[src/conv_mode_regs.svh]
// Register map, field positions, reset values and timing constants
// Assumes inclusion by the mode/fault control logic and its package users
`ifndef CONV_MODE_REGS_SVH
`define CONV_MODE_REGS_SVH

// ==================================================
// Register offsets (8-bit address, 8-bit data)
`define ADDR_MODE_CONTROL     8'h00
`define ADDR_CONV_CONTROL     8'h01
`define ADDR_CONV_LEVELS      8'h02
`define ADDR_SLEEP_CONFIG     8'h03
`define ADDR_FAULT_CONFIG     8'h04
`define ADDR_FAULT_CAUSE_LOG  8'h05
`define ADDR_FAULT_STATUS     8'h06
`define ADDR_EVENT            8'h07
`define ADDR_EVENT_MASK       8'h08
`define ADDR_STATUS           8'h09

// ==================================================
// Field positions
`define MC_SLEEP              0
`define MC_SLEEP_PIN_EN       1
`define MC_INT_PIN_EN         2
`define CC_CONV_ENABLE        0
`define CC_FREQ_MODE_SEL      1
`define SC_AUTO_FREQ          0
`define SC_CONV_OFF           1
`define SC_IO_RAIL_OFF        2
`define FC_BOOT_TO_ACTIVE     2
`define LOG_SUPPLY_UV         0
`define LOG_OVERCURRENT       1
`define LOG_OVERTEMP          2
`define LOG_RAMPUP            3
`define LOG_POR               4
`define LOG_LONG_PRESS        5
`define LOG_SOFT_RESET        6
`define LOG_PWC               7
`define EV_SUPPLY_LOW_WARN    0
`define EV_OVERCURRENT_WARN   1

// ==================================================
// Reset values (also the configuration reloaded at each start-up)
`define RST_MODE_CONTROL      8'h04
`define RST_CONV_CONTROL      8'h01
`define RST_CONV_LEVELS       8'h00
`define RST_SLEEP_CONFIG      8'h00
`define RST_FAULT_CONFIG      8'h04
`define RST_EVENT_MASK        8'h00

// ==================================================
// Timing
`define CLK_KHZ               40000
`define RAMP_TIMEOUT_MS       20
`define FAULT_WAIT_UNIT_MS    5
`define UV_DEBOUNCE_US        30

`endif

[src/conv_mode_pkg.sv]
// Types shared by the converter mode and fault control logic
// Assumes no other package; constants live in conv_mode_regs.svh
package conv_mode_pkg;

  typedef enum logic [5:0]
  {
    ST_OFF        = 6'h01,
    ST_POWER_DOWN = 6'h02,
    ST_LOAD       = 6'h04,
    ST_ACTIVE     = 6'h08,
    ST_SLEEP      = 6'h10,
    ST_FAULT      = 6'h20
  } sys_state_t;

  typedef enum logic [2:0]
  {
    CV_DOWN = 3'h1,
    CV_RAMP = 3'h2,
    CV_RUN  = 3'h4
  } conv_phase_t;

endpackage

[src/converter_mode_fault_control.sv]
// System mode state machine, converter mode control and fault capture
// Assumes clk is the internal oscillator, sys_rst follows power-on reset,
// and an external serial slave drives the plain register port
//
// Summary of operation
// RULE1: Enabled converter runs fixed frequency when mode field 0, automatic when 1.
// RULE2: Automatic mode goes to DCM above drop level, back to CCM below hysteresis.
// RULE3: Master raises pair link enable when output falls below pair trigger level.
// RULE4: Master drops pair link enable when output rises above trigger plus hysteresis.
// RULE5: Master disabled drops pair link; slave shuts its converter down in response.
// RULE6: Power-down stops switching, paralleles caps, pulls down; restart needs output below 1 V.
// RULE7: Current limit disables converter, logs overcurrent, passes through fault recovery.
// RULE8: Alarm comparator raises overcurrent warning event; its state is readable.
// RULE9: Logic stays in reset while core supply is below low reset level.
// RULE10: At high reset level leave OFF for ACTIVE or POWER_DOWN by boot select.
// RULE11: POWER_DOWN keeps converter, oscillator, references off; wake press goes ACTIVE.
// RULE12: ACTIVE only after configuration load, then converter starts in configured mode.
// RULE13: Log records why ACTIVE was last entered; host reads it after start-up.
// RULE14: Sleep bit or sleep pin level controls SLEEP entry and return to ACTIVE.
// RULE15: Leaving SLEEP restores ACTIVE frequency mode and converter enable settings.
// RULE16: In SLEEP sleep_auto_freq set forces automatic mode; clear leaves it unchanged.
// RULE17: In SLEEP sleep_conv_off set disables converter; clear leaves enable unchanged.
// RULE18: In SLEEP sleep_io_rail_off set disables I/O rail; clear leaves it unchanged.
// RULE19: Fault recovery entered only from ACTIVE or SLEEP; no supervision in POWER_DOWN.
// RULE20: Fault recovery holds converter off for wait time, exits once fault gone.
// RULE21: Log bits clear on write of one; zero writes leave them unchanged.
// RULE22: Supply warning sets status and event; drives interrupt if unmasked and enabled.
// RULE23: Debounced under-voltage disables converter, logs; on recovery reloads and restarts.
// RULE24: No ramp within 20 ms logs ramp fault, passes fault recovery, powers up again.
// RULE25: Masks gate interrupt only; interrupt holds until all events cleared by ones.
// RULE26: All timing counts from the internal oscillator clock.
// RULE27: Every analog comparator input passes a two-flop synchroniser first.
`include "conv_mode_regs.svh"

module converter_mode_fault_control
#(
  parameter int RAMP_TIMEOUT_CYC    = `RAMP_TIMEOUT_MS * `CLK_KHZ,
  parameter int FAULT_WAIT_UNIT_CYC = `FAULT_WAIT_UNIT_MS * `CLK_KHZ
)
(
  input  wire logic       clk,
  input  wire logic       sys_rst,
  input  wire logic       core_por_high,
  input  wire logic       otp_load_done,
  input  wire logic       wake_press,
  input  wire logic       long_press_cycle,
  input  wire logic       soft_reset_cycle,
  input  wire logic       pwc_cycle,
  input  wire logic       master_sel,
  input  wire logic       sleep_pin,
  input  wire logic       pair_link_in,
  input  wire logic       cmp_above_drop,
  input  wire logic       cmp_below_drop_hyst,
  input  wire logic       cmp_below_pair_trigger,
  input  wire logic       cmp_above_pair_release,
  input  wire logic       cmp_out_below_1v,
  input  wire logic       cmp_out_ramped,
  input  wire logic       cmp_current_limit,
  input  wire logic       cmp_oc_alarm,
  input  wire logic       cmp_supply_warn,
  input  wire logic       cmp_supply_uv,
  input  wire logic       cmp_supply_recovered,
  input  wire logic       cmp_temp_crit,
  input  wire logic [7:0] reg_addr,
  input  wire logic       reg_wr,
  input  wire logic [7:0] reg_wdata,
  output logic      [7:0] reg_rdata,
  output logic            conv_switching,
  output logic            conv_caps_parallel,
  output logic            conv_pulldown,
  output logic            conv_auto_mode,
  output logic            conv_dcm,
  output logic      [3:0] pair_trigger_drop,
  output logic      [1:0] pair_release_hyst,
  output logic      [1:0] conv_current_limit_sel,
  output logic            pair_link_out,
  output logic            osc_enable,
  output logic            ref_enable,
  output logic            io_rail_enable,
  output logic            interrupt_out_n
);
  import conv_mode_pkg::*;

  // ==================================================
  // Helpers
  function automatic logic [7:0] w1c_next(input logic [7:0] cur, input logic [7:0] set,
                                          input logic clr_en, input logic [7:0] data);
    w1c_next = (cur & ~(clr_en ? data : 8'h00)) | set;
  endfunction

  localparam logic [23:0] RAMP_LAST = 24'(RAMP_TIMEOUT_CYC - 1);
  localparam logic [15:0] UV_DEB_LAST = 16'(`UV_DEBOUNCE_US * `CLK_KHZ / 1000 - 1);

  // ==================================================
  // Synchronisers: every comparator input and every pin except clk, sys_rst, the three power-cycle strobes and the register port
  logic [17:0] sync1;
  logic [17:0] sync2;
  wire  [17:0] async_in = {core_por_high, master_sel, sleep_pin, pair_link_in, cmp_above_drop,
                           cmp_below_drop_hyst, cmp_below_pair_trigger, cmp_above_pair_release,
                           cmp_out_below_1v, cmp_out_ramped, cmp_current_limit, cmp_oc_alarm,
                           cmp_supply_warn, cmp_supply_uv, cmp_supply_recovered, cmp_temp_crit,
                           wake_press, otp_load_done};
  wire por_high_s, master_s, sleep_pin_s, pair_in_s, above_drop_s, below_hyst_s;
  wire below_trig_s, above_rel_s, below_1v_s, ramped_s, ilim_s, oc_alarm_s;
  wire supply_warn_s, supply_uv_s, supply_rec_s, temp_crit_s, wake_s, otp_done_s;
  assign {por_high_s, master_s, sleep_pin_s, pair_in_s, above_drop_s, below_hyst_s,
          below_trig_s, above_rel_s, below_1v_s, ramped_s, ilim_s, oc_alarm_s,
          supply_warn_s, supply_uv_s, supply_rec_s, temp_crit_s, wake_s, otp_done_s} = sync2;

  always_ff @(posedge clk)
  begin
    if (sys_rst)
    begin
      sync1 <= 18'h00000;
      sync2 <= 18'h00000;
    end
    else
    begin
      sync1 <= async_in;  // RULE27
      sync2 <= sync1;
    end
  end

  // ==================================================
  // Registers
  logic [7:0] mode_control;
  logic [7:0] conv_control;
  logic [7:0] conv_levels;
  logic [7:0] sleep_config;
  logic [7:0] fault_config;
  logic [7:0] fault_cause_log;
  logic [7:0] event_flags;
  logic [7:0] event_mask;
  logic       supply_warn_d;
  logic       oc_alarm_d;

  sys_state_t  state;
  sys_state_t  next_state;
  conv_phase_t phase;
  conv_phase_t next_phase;

  wire sleep_bit       = mode_control[`MC_SLEEP];
  wire sleep_pin_en    = mode_control[`MC_SLEEP_PIN_EN];
  wire int_pin_en      = mode_control[`MC_INT_PIN_EN];
  wire sleep_auto_freq = sleep_config[`SC_AUTO_FREQ];
  wire sleep_conv_off  = sleep_config[`SC_CONV_OFF];
  wire sleep_io_off    = sleep_config[`SC_IO_RAIL_OFF];
  wire in_active       = (state == ST_ACTIVE);
  wire in_sleep        = (state == ST_SLEEP);
  wire supervised      = in_active | in_sleep;  // RULE19
  wire wr_hit_log      = reg_wr & (reg_addr == `ADDR_FAULT_CAUSE_LOG);
  wire wr_hit_event    = reg_wr & (reg_addr == `ADDR_EVENT);
  wire reload_cfg      = (state == ST_LOAD);

  // Sleep only overrides effective values; the registers keep ACTIVE settings
  wire eff_enable   = (in_active & conv_control[`CC_CONV_ENABLE])
                    | (in_sleep & conv_control[`CC_CONV_ENABLE] & ~sleep_conv_off);  // RULE17 RULE15 RULE12
  wire eff_auto     = (in_sleep & sleep_auto_freq) | conv_control[`CC_FREQ_MODE_SEL];  // RULE1 RULE16 RULE15
  wire slave_gate   = master_s | pair_in_s;  // RULE5
  wire conv_req     = eff_enable & slave_gate;
  wire sleep_want   = sleep_bit | (sleep_pin_en & sleep_pin_s);  // RULE14

  always_ff @(posedge clk)
  begin
    if (sys_rst | reload_cfg)
    begin
      mode_control <= `RST_MODE_CONTROL;
      conv_control <= `RST_CONV_CONTROL;
      conv_levels  <= `RST_CONV_LEVELS;
      sleep_config <= `RST_SLEEP_CONFIG;
      fault_config <= `RST_FAULT_CONFIG;
      event_mask   <= `RST_EVENT_MASK;
    end
    else if (reg_wr)
    begin
      if (reg_addr == `ADDR_MODE_CONTROL)
        mode_control <= reg_wdata;
      if (reg_addr == `ADDR_CONV_CONTROL)
        conv_control <= reg_wdata;
      if (reg_addr == `ADDR_CONV_LEVELS)
        conv_levels <= reg_wdata;
      if (reg_addr == `ADDR_SLEEP_CONFIG)
        sleep_config <= reg_wdata;
      if (reg_addr == `ADDR_FAULT_CONFIG)
        fault_config <= reg_wdata;
      if (reg_addr == `ADDR_EVENT_MASK)
        event_mask <= reg_wdata;
    end
  end

  // ==================================================
  // Fault detection
  logic [15:0] uv_deb_cnt;
  logic [23:0] ramp_cnt;
  logic [23:0] wait_cnt;
  logic        uv_latched;

  wire uv_deb_done  = supply_uv_s & (uv_deb_cnt == UV_DEB_LAST);
  wire ramp_fail    = (phase == CV_RAMP) & (ramp_cnt == RAMP_LAST) & ~ramped_s;  // RULE24 RULE26
  wire uv_fault     = supervised & uv_deb_done;  // RULE23
  wire ilim_fault   = supervised & ilim_s & (phase == CV_RUN);  // RULE7
  wire temp_fault   = supervised & temp_crit_s;
  wire any_fault    = uv_fault | ilim_fault | temp_fault | (supervised & ramp_fail);
  wire [23:0] wait_limit = 24'((32'(fault_config[1:0]) + 32'h1) * 32'(FAULT_WAIT_UNIT_CYC));
  wire wait_done    = (wait_cnt >= wait_limit - 24'h1);
  wire fault_gone   = ~temp_crit_s & (~uv_latched | supply_rec_s);  // RULE23
  wire power_cycle  = long_press_cycle | soft_reset_cycle | pwc_cycle;
  wire leave_off    = (state == ST_OFF) & por_high_s;

  always_ff @(posedge clk)
  begin
    if (sys_rst)
      uv_deb_cnt <= 16'h0000;
    else if (~supply_uv_s)
      uv_deb_cnt <= 16'h0000;
    else if (~uv_deb_done)
      uv_deb_cnt <= uv_deb_cnt + 16'h0001;
  end

  always_ff @(posedge clk)
  begin
    if (sys_rst | (phase != CV_RAMP))
      ramp_cnt <= 24'h000000;
    else if (ramp_cnt != RAMP_LAST)
      ramp_cnt <= ramp_cnt + 24'h000001;
  end

  always_ff @(posedge clk)
  begin
    if (sys_rst | (state != ST_FAULT))
      wait_cnt <= 24'h000000;
    else if (~wait_done)
      wait_cnt <= wait_cnt + 24'h000001;  // RULE20 RULE26
  end

  always_ff @(posedge clk)
  begin
    if (sys_rst)
      uv_latched <= 1'b0;
    else if (uv_fault)
      uv_latched <= 1'b1;
    else if (state != ST_FAULT)
      uv_latched <= 1'b0;
  end

  // ==================================================
  // System mode state machine
  always_comb
  begin
    next_state = state;
    case (state)
      ST_OFF:
        if (por_high_s)
          next_state = fault_config[`FC_BOOT_TO_ACTIVE] ? ST_LOAD : ST_POWER_DOWN;  // RULE10
      ST_POWER_DOWN:
        if (wake_s)
          next_state = ST_LOAD;  // RULE11
      ST_LOAD:
        if (otp_done_s)
          next_state = ST_ACTIVE;  // RULE12
      ST_ACTIVE:
        if (any_fault)
          next_state = ST_FAULT;
        else if (power_cycle)
          next_state = ST_LOAD;
        else if (sleep_want)
          next_state = ST_SLEEP;  // RULE14
      ST_SLEEP:
        if (any_fault)
          next_state = ST_FAULT;
        else if (power_cycle)
          next_state = ST_LOAD;
        else if (~sleep_want)
          next_state = ST_ACTIVE;  // RULE14 RULE15
      ST_FAULT:
        if (wait_done & fault_gone)
          next_state = ST_LOAD;  // RULE20 RULE23 RULE24 RULE7
      default:
        next_state = ST_OFF;
    endcase
  end

  // Held in OFF by sys_rst, which tracks the low supply level
  always_ff @(posedge clk)
  begin
    if (sys_rst)
      state <= ST_OFF;  // RULE9
    else
      state <= next_state;
  end

  // ==================================================
  // Converter phase: restart refused until output has fallen below 1 V
  logic below_1v_seen;

  always_comb
  begin
    next_phase = phase;
    case (phase)
      CV_DOWN:
        if (conv_req & below_1v_seen)
          next_phase = CV_RAMP;  // RULE6
      CV_RAMP:
        if (~conv_req | ramp_fail)
          next_phase = CV_DOWN;
        else if (ramped_s)
          next_phase = CV_RUN;
      CV_RUN:
        if (~conv_req | ilim_fault | uv_fault | temp_fault)
          next_phase = CV_DOWN;  // RULE7 RULE23 RULE5
      default:
        next_phase = CV_DOWN;
    endcase
  end

  always_ff @(posedge clk)
  begin
    if (sys_rst)
    begin
      phase         <= CV_DOWN;
      below_1v_seen <= 1'b0;
    end
    else
    begin
      phase         <= next_phase;
      below_1v_seen <= (phase == CV_DOWN) & (below_1v_seen | below_1v_s);  // RULE6
    end
  end

  // ==================================================
  // Fault log, events and status
  logic [7:0] log_set;
  logic [7:0] ev_set;

  always_comb
  begin
    log_set                   = 8'h00;
    log_set[`LOG_SUPPLY_UV]   = uv_fault;  // RULE23
    log_set[`LOG_OVERCURRENT] = ilim_fault;  // RULE7
    log_set[`LOG_OVERTEMP]    = temp_fault;
    log_set[`LOG_RAMPUP]      = supervised & ramp_fail;  // RULE24
    log_set[`LOG_POR]         = leave_off;  // RULE13
    log_set[`LOG_LONG_PRESS]  = supervised & long_press_cycle;
    log_set[`LOG_SOFT_RESET]  = supervised & soft_reset_cycle;
    log_set[`LOG_PWC]         = supervised & pwc_cycle;
    ev_set                    = 8'h00;
    ev_set[`EV_SUPPLY_LOW_WARN]  = supervised & supply_warn_s & ~supply_warn_d;  // RULE22
    ev_set[`EV_OVERCURRENT_WARN] = supervised & oc_alarm_s & ~oc_alarm_d;  // RULE8
  end

  // Set wins over a simultaneous write-one clear
  always_ff @(posedge clk)
  begin
    if (sys_rst)
    begin
      fault_cause_log <= 8'h00;
      event_flags     <= 8'h00;
      supply_warn_d   <= 1'b0;
      oc_alarm_d      <= 1'b0;
    end
    else
    begin
      fault_cause_log <= w1c_next(fault_cause_log, log_set, wr_hit_log, reg_wdata);  // RULE21 RULE13
      event_flags     <= w1c_next(event_flags, ev_set, wr_hit_event, reg_wdata);  // RULE25
      supply_warn_d   <= supply_warn_s;
      oc_alarm_d      <= oc_alarm_s;
    end
  end

  // ==================================================
  // Pair link and CCM/DCM selection
  logic pair_en;
  logic dcm;

  always_ff @(posedge clk)
  begin
    if (sys_rst | ~master_s | (phase != CV_RUN))
      pair_en <= 1'b0;  // RULE5
    else if (below_trig_s)
      pair_en <= 1'b1;  // RULE3
    else if (above_rel_s)
      pair_en <= 1'b0;  // RULE4
  end

  always_ff @(posedge clk)
  begin
    if (sys_rst | ~eff_auto | (phase != CV_RUN))
      dcm <= 1'b0;  // RULE1
    else if (above_drop_s)
      dcm <= 1'b1;  // RULE2
    else if (below_hyst_s)
      dcm <= 1'b0;  // RULE2
  end

  // ==================================================
  // Read mux and registered outputs
  wire [7:0] status_rd = {5'h00, pair_en, dcm, supply_warn_s};
  wire [7:0] rd_mux =
      (reg_addr == `ADDR_MODE_CONTROL)    ? mode_control :
      (reg_addr == `ADDR_CONV_CONTROL)    ? conv_control :
      (reg_addr == `ADDR_CONV_LEVELS)     ? conv_levels :
      (reg_addr == `ADDR_SLEEP_CONFIG)    ? sleep_config :
      (reg_addr == `ADDR_FAULT_CONFIG)    ? fault_config :
      (reg_addr == `ADDR_FAULT_CAUSE_LOG) ? fault_cause_log :
      (reg_addr == `ADDR_FAULT_STATUS)    ? {7'h00, oc_alarm_s} :  // RULE8
      (reg_addr == `ADDR_EVENT)           ? event_flags :
      (reg_addr == `ADDR_EVENT_MASK)      ? event_mask :
      (reg_addr == `ADDR_STATUS)          ? status_rd : 8'h00;
  wire irq_any = |(event_flags & ~event_mask);  // RULE25 RULE22
  wire osc_on  = ~(state == ST_OFF) & ~(state == ST_POWER_DOWN);  // RULE11

  always_ff @(posedge clk)
  begin
    if (sys_rst)
    begin
      reg_rdata              <= 8'h00;
      conv_switching         <= 1'b0;
      conv_caps_parallel     <= 1'b1;
      conv_pulldown          <= 1'b1;
      conv_auto_mode         <= 1'b0;
      conv_dcm               <= 1'b0;
      pair_trigger_drop      <= 4'h0;
      pair_release_hyst      <= 2'h0;
      conv_current_limit_sel <= 2'h0;
      pair_link_out          <= 1'b0;
      osc_enable             <= 1'b0;
      ref_enable             <= 1'b0;
      io_rail_enable         <= 1'b0;
      interrupt_out_n        <= 1'b1;
    end
    else
    begin
      reg_rdata              <= rd_mux;
      conv_switching         <= (phase == CV_RUN);  // RULE6
      conv_caps_parallel     <= (phase != CV_RUN);  // RULE6
      conv_pulldown          <= (phase == CV_DOWN);  // RULE6
      conv_auto_mode         <= eff_auto;  // RULE1 RULE16
      conv_dcm               <= dcm;
      pair_trigger_drop      <= conv_levels[3:0];
      pair_release_hyst      <= conv_levels[5:4];
      conv_current_limit_sel <= conv_levels[7:6];
      pair_link_out          <= pair_en;
      osc_enable             <= osc_on;
      ref_enable             <= osc_on;
      io_rail_enable         <= in_active | (in_sleep & ~sleep_io_off);  // RULE18
      interrupt_out_n        <= ~(irq_any & int_pin_en);  // RULE22
    end
  end

endmodule

[config.mk]
export PLATFORM = sky130hd
export DESIGN_NAME = converter_mode_fault_control
export DESIGN_NICKNAME = d
export VERILOG_FILES = /design/src/conv_mode_pkg.sv /design/src/converter_mode_fault_control.sv
export VERILOG_INCLUDE_DIRS = /design/src
export SDC_FILE = /design/constraint.sdc
export NUM_CORES = 1
export LEC_CHECK = 0
export BUFFER_PORTS_ARGS = -buffer_cell sky130_fd_sc_hd__buf_2
export CORE_AREA = 2 2 176 178
export CTS_CLUSTER_DIAMETER = 80
export CTS_CLUSTER_SIZE = 30
export DETAILED_ROUTE_END_ITERATION = 10
export DIE_AREA = 0 0 178 180
export PLACE_DENSITY = 0.54
export SYNTH_ARGS = -nofsm -noshare
export SYNTH_HDL_FRONTEND = slang
export SYNTH_SLANG_ARGS = --single-unit
[constraint.sdc]
create_clock -name clk -period 4.5 [get_ports clk]
set_clock_uncertainty 0.15 [all_clocks]
set_input_delay 0.225 -clock clk [delete_from_list [all_inputs] [get_ports clk]]
set_output_delay 0.225 -clock clk [all_outputs]
set_load 0.005 [all_outputs]
# Word level (Yosys, flattened, before mapping)
# Cells that the tools add are included.
# classes
bitwise_logic	77
magnitude_cmp	1
mux	35
mul	1
n_reduce_logical	14
add_sub_neg	5
n_eq_ne	33
# ops
operator	count
$mux 8	11
$mux 6	10
$add 24x1->24 const B	2
$pmux 6 s6	1
$eq 8x3->1 const B	4
$and 1x1->1	31
$and 8x8->8	3
$eq 24x20->1 const B	1
$ge 24x24->1	1
$ne 24x20->1 const B	1
$not 8->8	3
$or 1x1->1	24
$sub 21x1->22 const B	1
$mux 3	6
$add 16x1->16 const B	1
$eq 16x11->1 const B	1
$eq 8x2->1 const B	2
$eq 8x4->1 const B	2
$mul 3x12->15 const B	1
$not 1->1	14
$ne 2x2->1 const B	6
$reduce_and 2->1	6
$pmux 3 s3	1
$eq 8x1->1 const B	1
24 further kinds	32
# totals
input_bits	40
regBits	204
out_inout_bits	26
elab_cells	200

# Longest topological paths before layout
# depth
depth_word	11
mapped_depth	17
depth_no_buf	13

# Worst setup path before layout
# No wires, ideal clock.
# synth_timing
path_kind	register to register
from	register fault_config[0]
to	register wait_cnt[16]
stages_incl_launch_ff	17
n_path_buf	3
period_less_slack_ps	3938
t_required_ps	4280
slack_ps	562
arrival_time_ps	3718
setup_time_ps	70
cell_sequence	dfxtp_1 -> clkbuf_1 -> inv_1 -> ha_1 -> clkbuf_1 -> xnor2_1 -> ha_1 -> a21boi_0 -> nand3_1 -> ha_1 -> a21oi_1 -> o21ai_0 -> a22oi_2 -> nand3_1 -> clkbuf_1 -> or4_1 -> a21oi_1
# synth_via
elab_chain_cells	4
# synth_lines
element	line_no	text
start: declaration	converter_mode_fault_control.sv:130	logic [7:0] fault_config;
start signal: assignment	converter_mode_fault_control.sv:171	fault_config <= `RST_FAULT_CONFIG;
start signal: assignment	converter_mode_fault_control.sv:185	fault_config <= reg_wdata;
$add 2x1->3	converter_mode_fault_control.sv:204	wire [23:0] wait_limit = 24'((32'(fault_config[1:0]) + 32'h1) * 32'(FAULT_WAIT_UNIT_CYC));
$mul 3x12->15	converter_mode_fault_control.sv:204	
$sub 21x1->22	converter_mode_fault_control.sv:205	wire wait_done = (wait_cnt >= wait_limit - 24'h1);
$ge 24x24->1	converter_mode_fault_control.sv:205	
end signal: assignment	converter_mode_fault_control.sv:233	wait_cnt <= wait_cnt + 24'h000001;
end: declaration	converter_mode_fault_control.sv:195	logic [23:0] wait_cnt;
# No other way between the ends.
# A chain may end at the register's enable or synchronous reset.

# Worst setup path after layout
# layout_timing
from	register fault_config[1]
to	register wait_cnt[14]
# The elaborated chain is that of the path after synthesis.

==> flow_metrics.py <==
metrics = {
    "status": {
        "outcome": "finished clean",
    },
    "drt": {
        "m1WireLength_um": 11100,
        "ant_nets": 0,
        "dr_wl_met3_um": 882,
        "wl_met2_um": 10600,
        "avgRoutedWirePerCell_um": 15.0,
        "drt-pass1-iter-count": 5,
        "highest-signal-layer": "met4",
        "drtIter0Drc": 465,
        "dr_total_vias": 7713,
        "via_per_inst": 5.01,
        "drt_wl_total_um": 23100,
        "remaining_drc_errors": 0,
    },
    "cts": {
        "htreeDepth": 1,
        "clock-root-buffer": "clkbuf_16",
        "cts_tree": "done",
        "numCtsBuffers": 13,
        "clock_latency_ns": 0.50,
        "clock-sinks": 204,
        "clkTransAtPathRegs_ns": 0.11,
        "clockBufferDepth": 3,
    },
    "die": {
        "dieArea_um2": 32000,
        "die_w_um": 178,
        "fp.dieH_um": 180,
        "initial_utilization_pct": 30.6,
        "rows": 64,
        "ioPinCount": 66,
        "core_area_um2": 30200,
    },
    "layout": {
        "drive_above_1_share_pct": 11.3,
        "nets": 1209,
        "synthToLayoutAreaGrowth_pct": 14.9,
        "seq_area_um2": 4080,
        "final_cell_mix": "204 x dfxtp_1, 127 x nand2_1, 100 x a21oi_1, 84 x nor2_1, 64 x buf_2",
        "final_common_cell": "dfxtp_1",
        "antenna_cells": 0,
        "fin_area_um2": 10600,
        "multi_input_area_um2": 4760,
        "n_fill_cell": 3133,
    },
    "logic_synthesis": {
        "synth-simple-area-share_pct": 26.1,
        "synth_compound_area_share_pct": 14.1,
        "synthAdderAreaFrac_pct": 4.19,
        "synth-xor-area-share_pct": 4.07,
        "syn-cell-area_um2": 9250,
        "synthCells": 1078,
        "synthesis.nets": 1149,
        "synth_cell_type_count": 67,
        "synth-seq-area-share_pct": 44.2,
        "yosysTopAreaCell": "dfxtp_1",
        "async_reset_ff_share_pct": 0,
        "synth-edff-count": 0,
        "synth_top_area_share_pct": 44.2,
        "synthFlopType": "dfxtp_1",
        "synth_warnings": 0,
        "synth_top_family_by_area": "simple AND/OR/NAND/NOR gates",
        "yosys-mux-area-fraction_pct": 2.96,
        "syn_avg_cell_area_um2": 8.58,
        "ys_ff_latch": 204,
        "synthTopCellsByArea": "dfxtp_1 44%, a21oi_1 5.4%, nand2_1 5.2%, ha_1 4.2%, nor2b_1 3.6%",
    },
    "sta": {
        "drv_slew": 0,
        "worst_slack_ns": 0.559,
        "max_freq_mhz": 254,
        "min_period_ns": 3.94,
        "rsz0062_at_grt": "false",
        "fin_setup_tns_ns": 0,
        "setup_viol": 0,
        "worstMarginPinSlew_ns": 1.15,
        "fin_crit_sh_pct": 87.6,
        "hold_viol_final": 0,
        "whs_ns": 0.0528,
        "max_slew_margin_pct": 22.9,
    },
    "place": {
        "port_buffers": 65,
        "gp_congestion": 0.805,
        "dpl.hpwl_um": 15900,
        "dp_slack_ns": 0.389,
        "dpl_cell_area_um2": 9850,
    },
    "worst_setup_path": {
        "cpMostUsedCell": "ha_1",
        "cpPeakStageDelay_ns": 0.51,
        "path_max_fanout": 20,
        "worstSetupEndpointType": "flip-flop",
        "worstSetupPathType": "flip-flop to flip-flop",
        "critPathLaunchType": "flip-flop",
        "critPathBufInv": 3,
        "critPathSlowestCell": "or4_1",
        "path_cells": "inv_1 > ha_1 > xnor2_1 > ha_1 > a21boi_0 > nand3_1 > ha_1 > a21oi_1 > o21ai_0 > a22oi_2 > buf_4 > nand3_1 > buf_4 > or4_1 > a21oi_1",
        "critical_path.top_delay_family": "adder cells",
        "cp_data_required_time_ns": 4.73,
        "critPathArrivalTime_ns": 4.17,
    },
    "global_route": {
        "grt.overflow.total": 0,
        "grt_max_degree": 54,
        "track_usage_pct": 14.3,
        "antenna_found_initial": 0,
        "grt_pass1_vias": 7280,
        "grt_pass1_wl_um": 37900,
    },
    "power": {
        "power.density_nw_per_um2": 319,
        "p_leak_nw": 3.61,
        "peakVddDrop_mv": 0.287,
    },
    "hold_path": {
        "hp-class": "input port to flip-flop",
    },
    "job": {
        "max_cap_violations": 0,
    },
}
==> cell type report <==
class	count	share of cell area (%)
clock inverters	8	0.860
clock buffers	14	3.19
well taps	396	4.66
inverters	35	1.24
repair buffers	107	6.81
multi-input cells	777	44.8
flip-flops and latches	204	38.4
==> power by group <==
group          switching [W]  leakage (nW)  total (W)  internal (W)
clock network       0.000707         0.209    0.00130      0.000589
registers          0.0000243          1.65    0.00186       0.00183
logic               0.000136          1.75   0.000235     0.0000995
total               0.000867          3.61    0.00339       0.00252
==> flip-flops by register name, indices dropped and copies added (netlist names), 16 cells and up <==
register    cells
wait_cnt       24
ramp_cnt       24
sync1          18
sync2          18
uv_deb_cnt     16
==> final timing paths <==
| path | from | to | slack, ns | cells past startpoint |
|---|---|---|---|---|
| setup / recovery | fault_config[1]$_SDFFE_PP0P_ | wait_cnt[14]$_SDFFE_PP0N_ | 0.56 | 15 |
| hold reg to reg | sync1[12]$_SDFF_PP0_ | sync2[12]$_SDFF_PP0_ | 0.29 | 1 |
| setup reg to reg | fault_config[1]$_SDFFE_PP0P_ | wait_cnt[14]$_SDFFE_PP0N_ | 0.56 | 15 |
| hold / removal | sys_rst | sync1[2]$_SDFF_PP0_ | 0.05 | 2 |
==> per-stage QoR <==
stage	instances	utilization, %	power, W
2_1_floorplan	1078	-	0.00205
6_report	1541	35.2	0.00339
4_1_cts	1538	35.1	0.00343
3_5_place_dp	1484	32.6	0.00211
5_1_grt	1541	35.2	0.00352
3_3_place_gp	1484	32.6	0.00211
==> metal layers <==
layer,global-route usage (%),up-vias
met5,0,-
met1,20.1,3635
met4,3.87,0
li1,-,3891
met3,1.95,35
met2,23.0,152
==> timing repair <==
item,in CTS,in global routing
setup buffers,0,3
hold buffers,32,0
hold endpoints to repair,81,0
resized for setup,0,1
endpoints found under the setup margin,0,8
==> kinds of logic after synthesis <==
kind of cell	count (synthesis)
XOR/XNOR	43
flip-flops	204
adder cells (fa/ha/maj)	31
buffers and inverters	97
AND/OR/NAND/NOR	469
AO/OA/AOI/OAI	211
multiplexers	23
==> synth_stat cells (all sizes together), types with 11 or more instances <==
cell type  instances
dfxtp            204
nand2            127
a21oi            100
nor2              88
nand3             54
nor2b             53
clkbuf            51
inv               35
ha                31
nor3              31
o21ai             31
xnor2             22
xor2              21
nand4             19
or3               16
mux2i             15
or4               15
a22oi             13
o22ai             12
o31ai             12
buf               11
(Power assumes the default switching activity.)
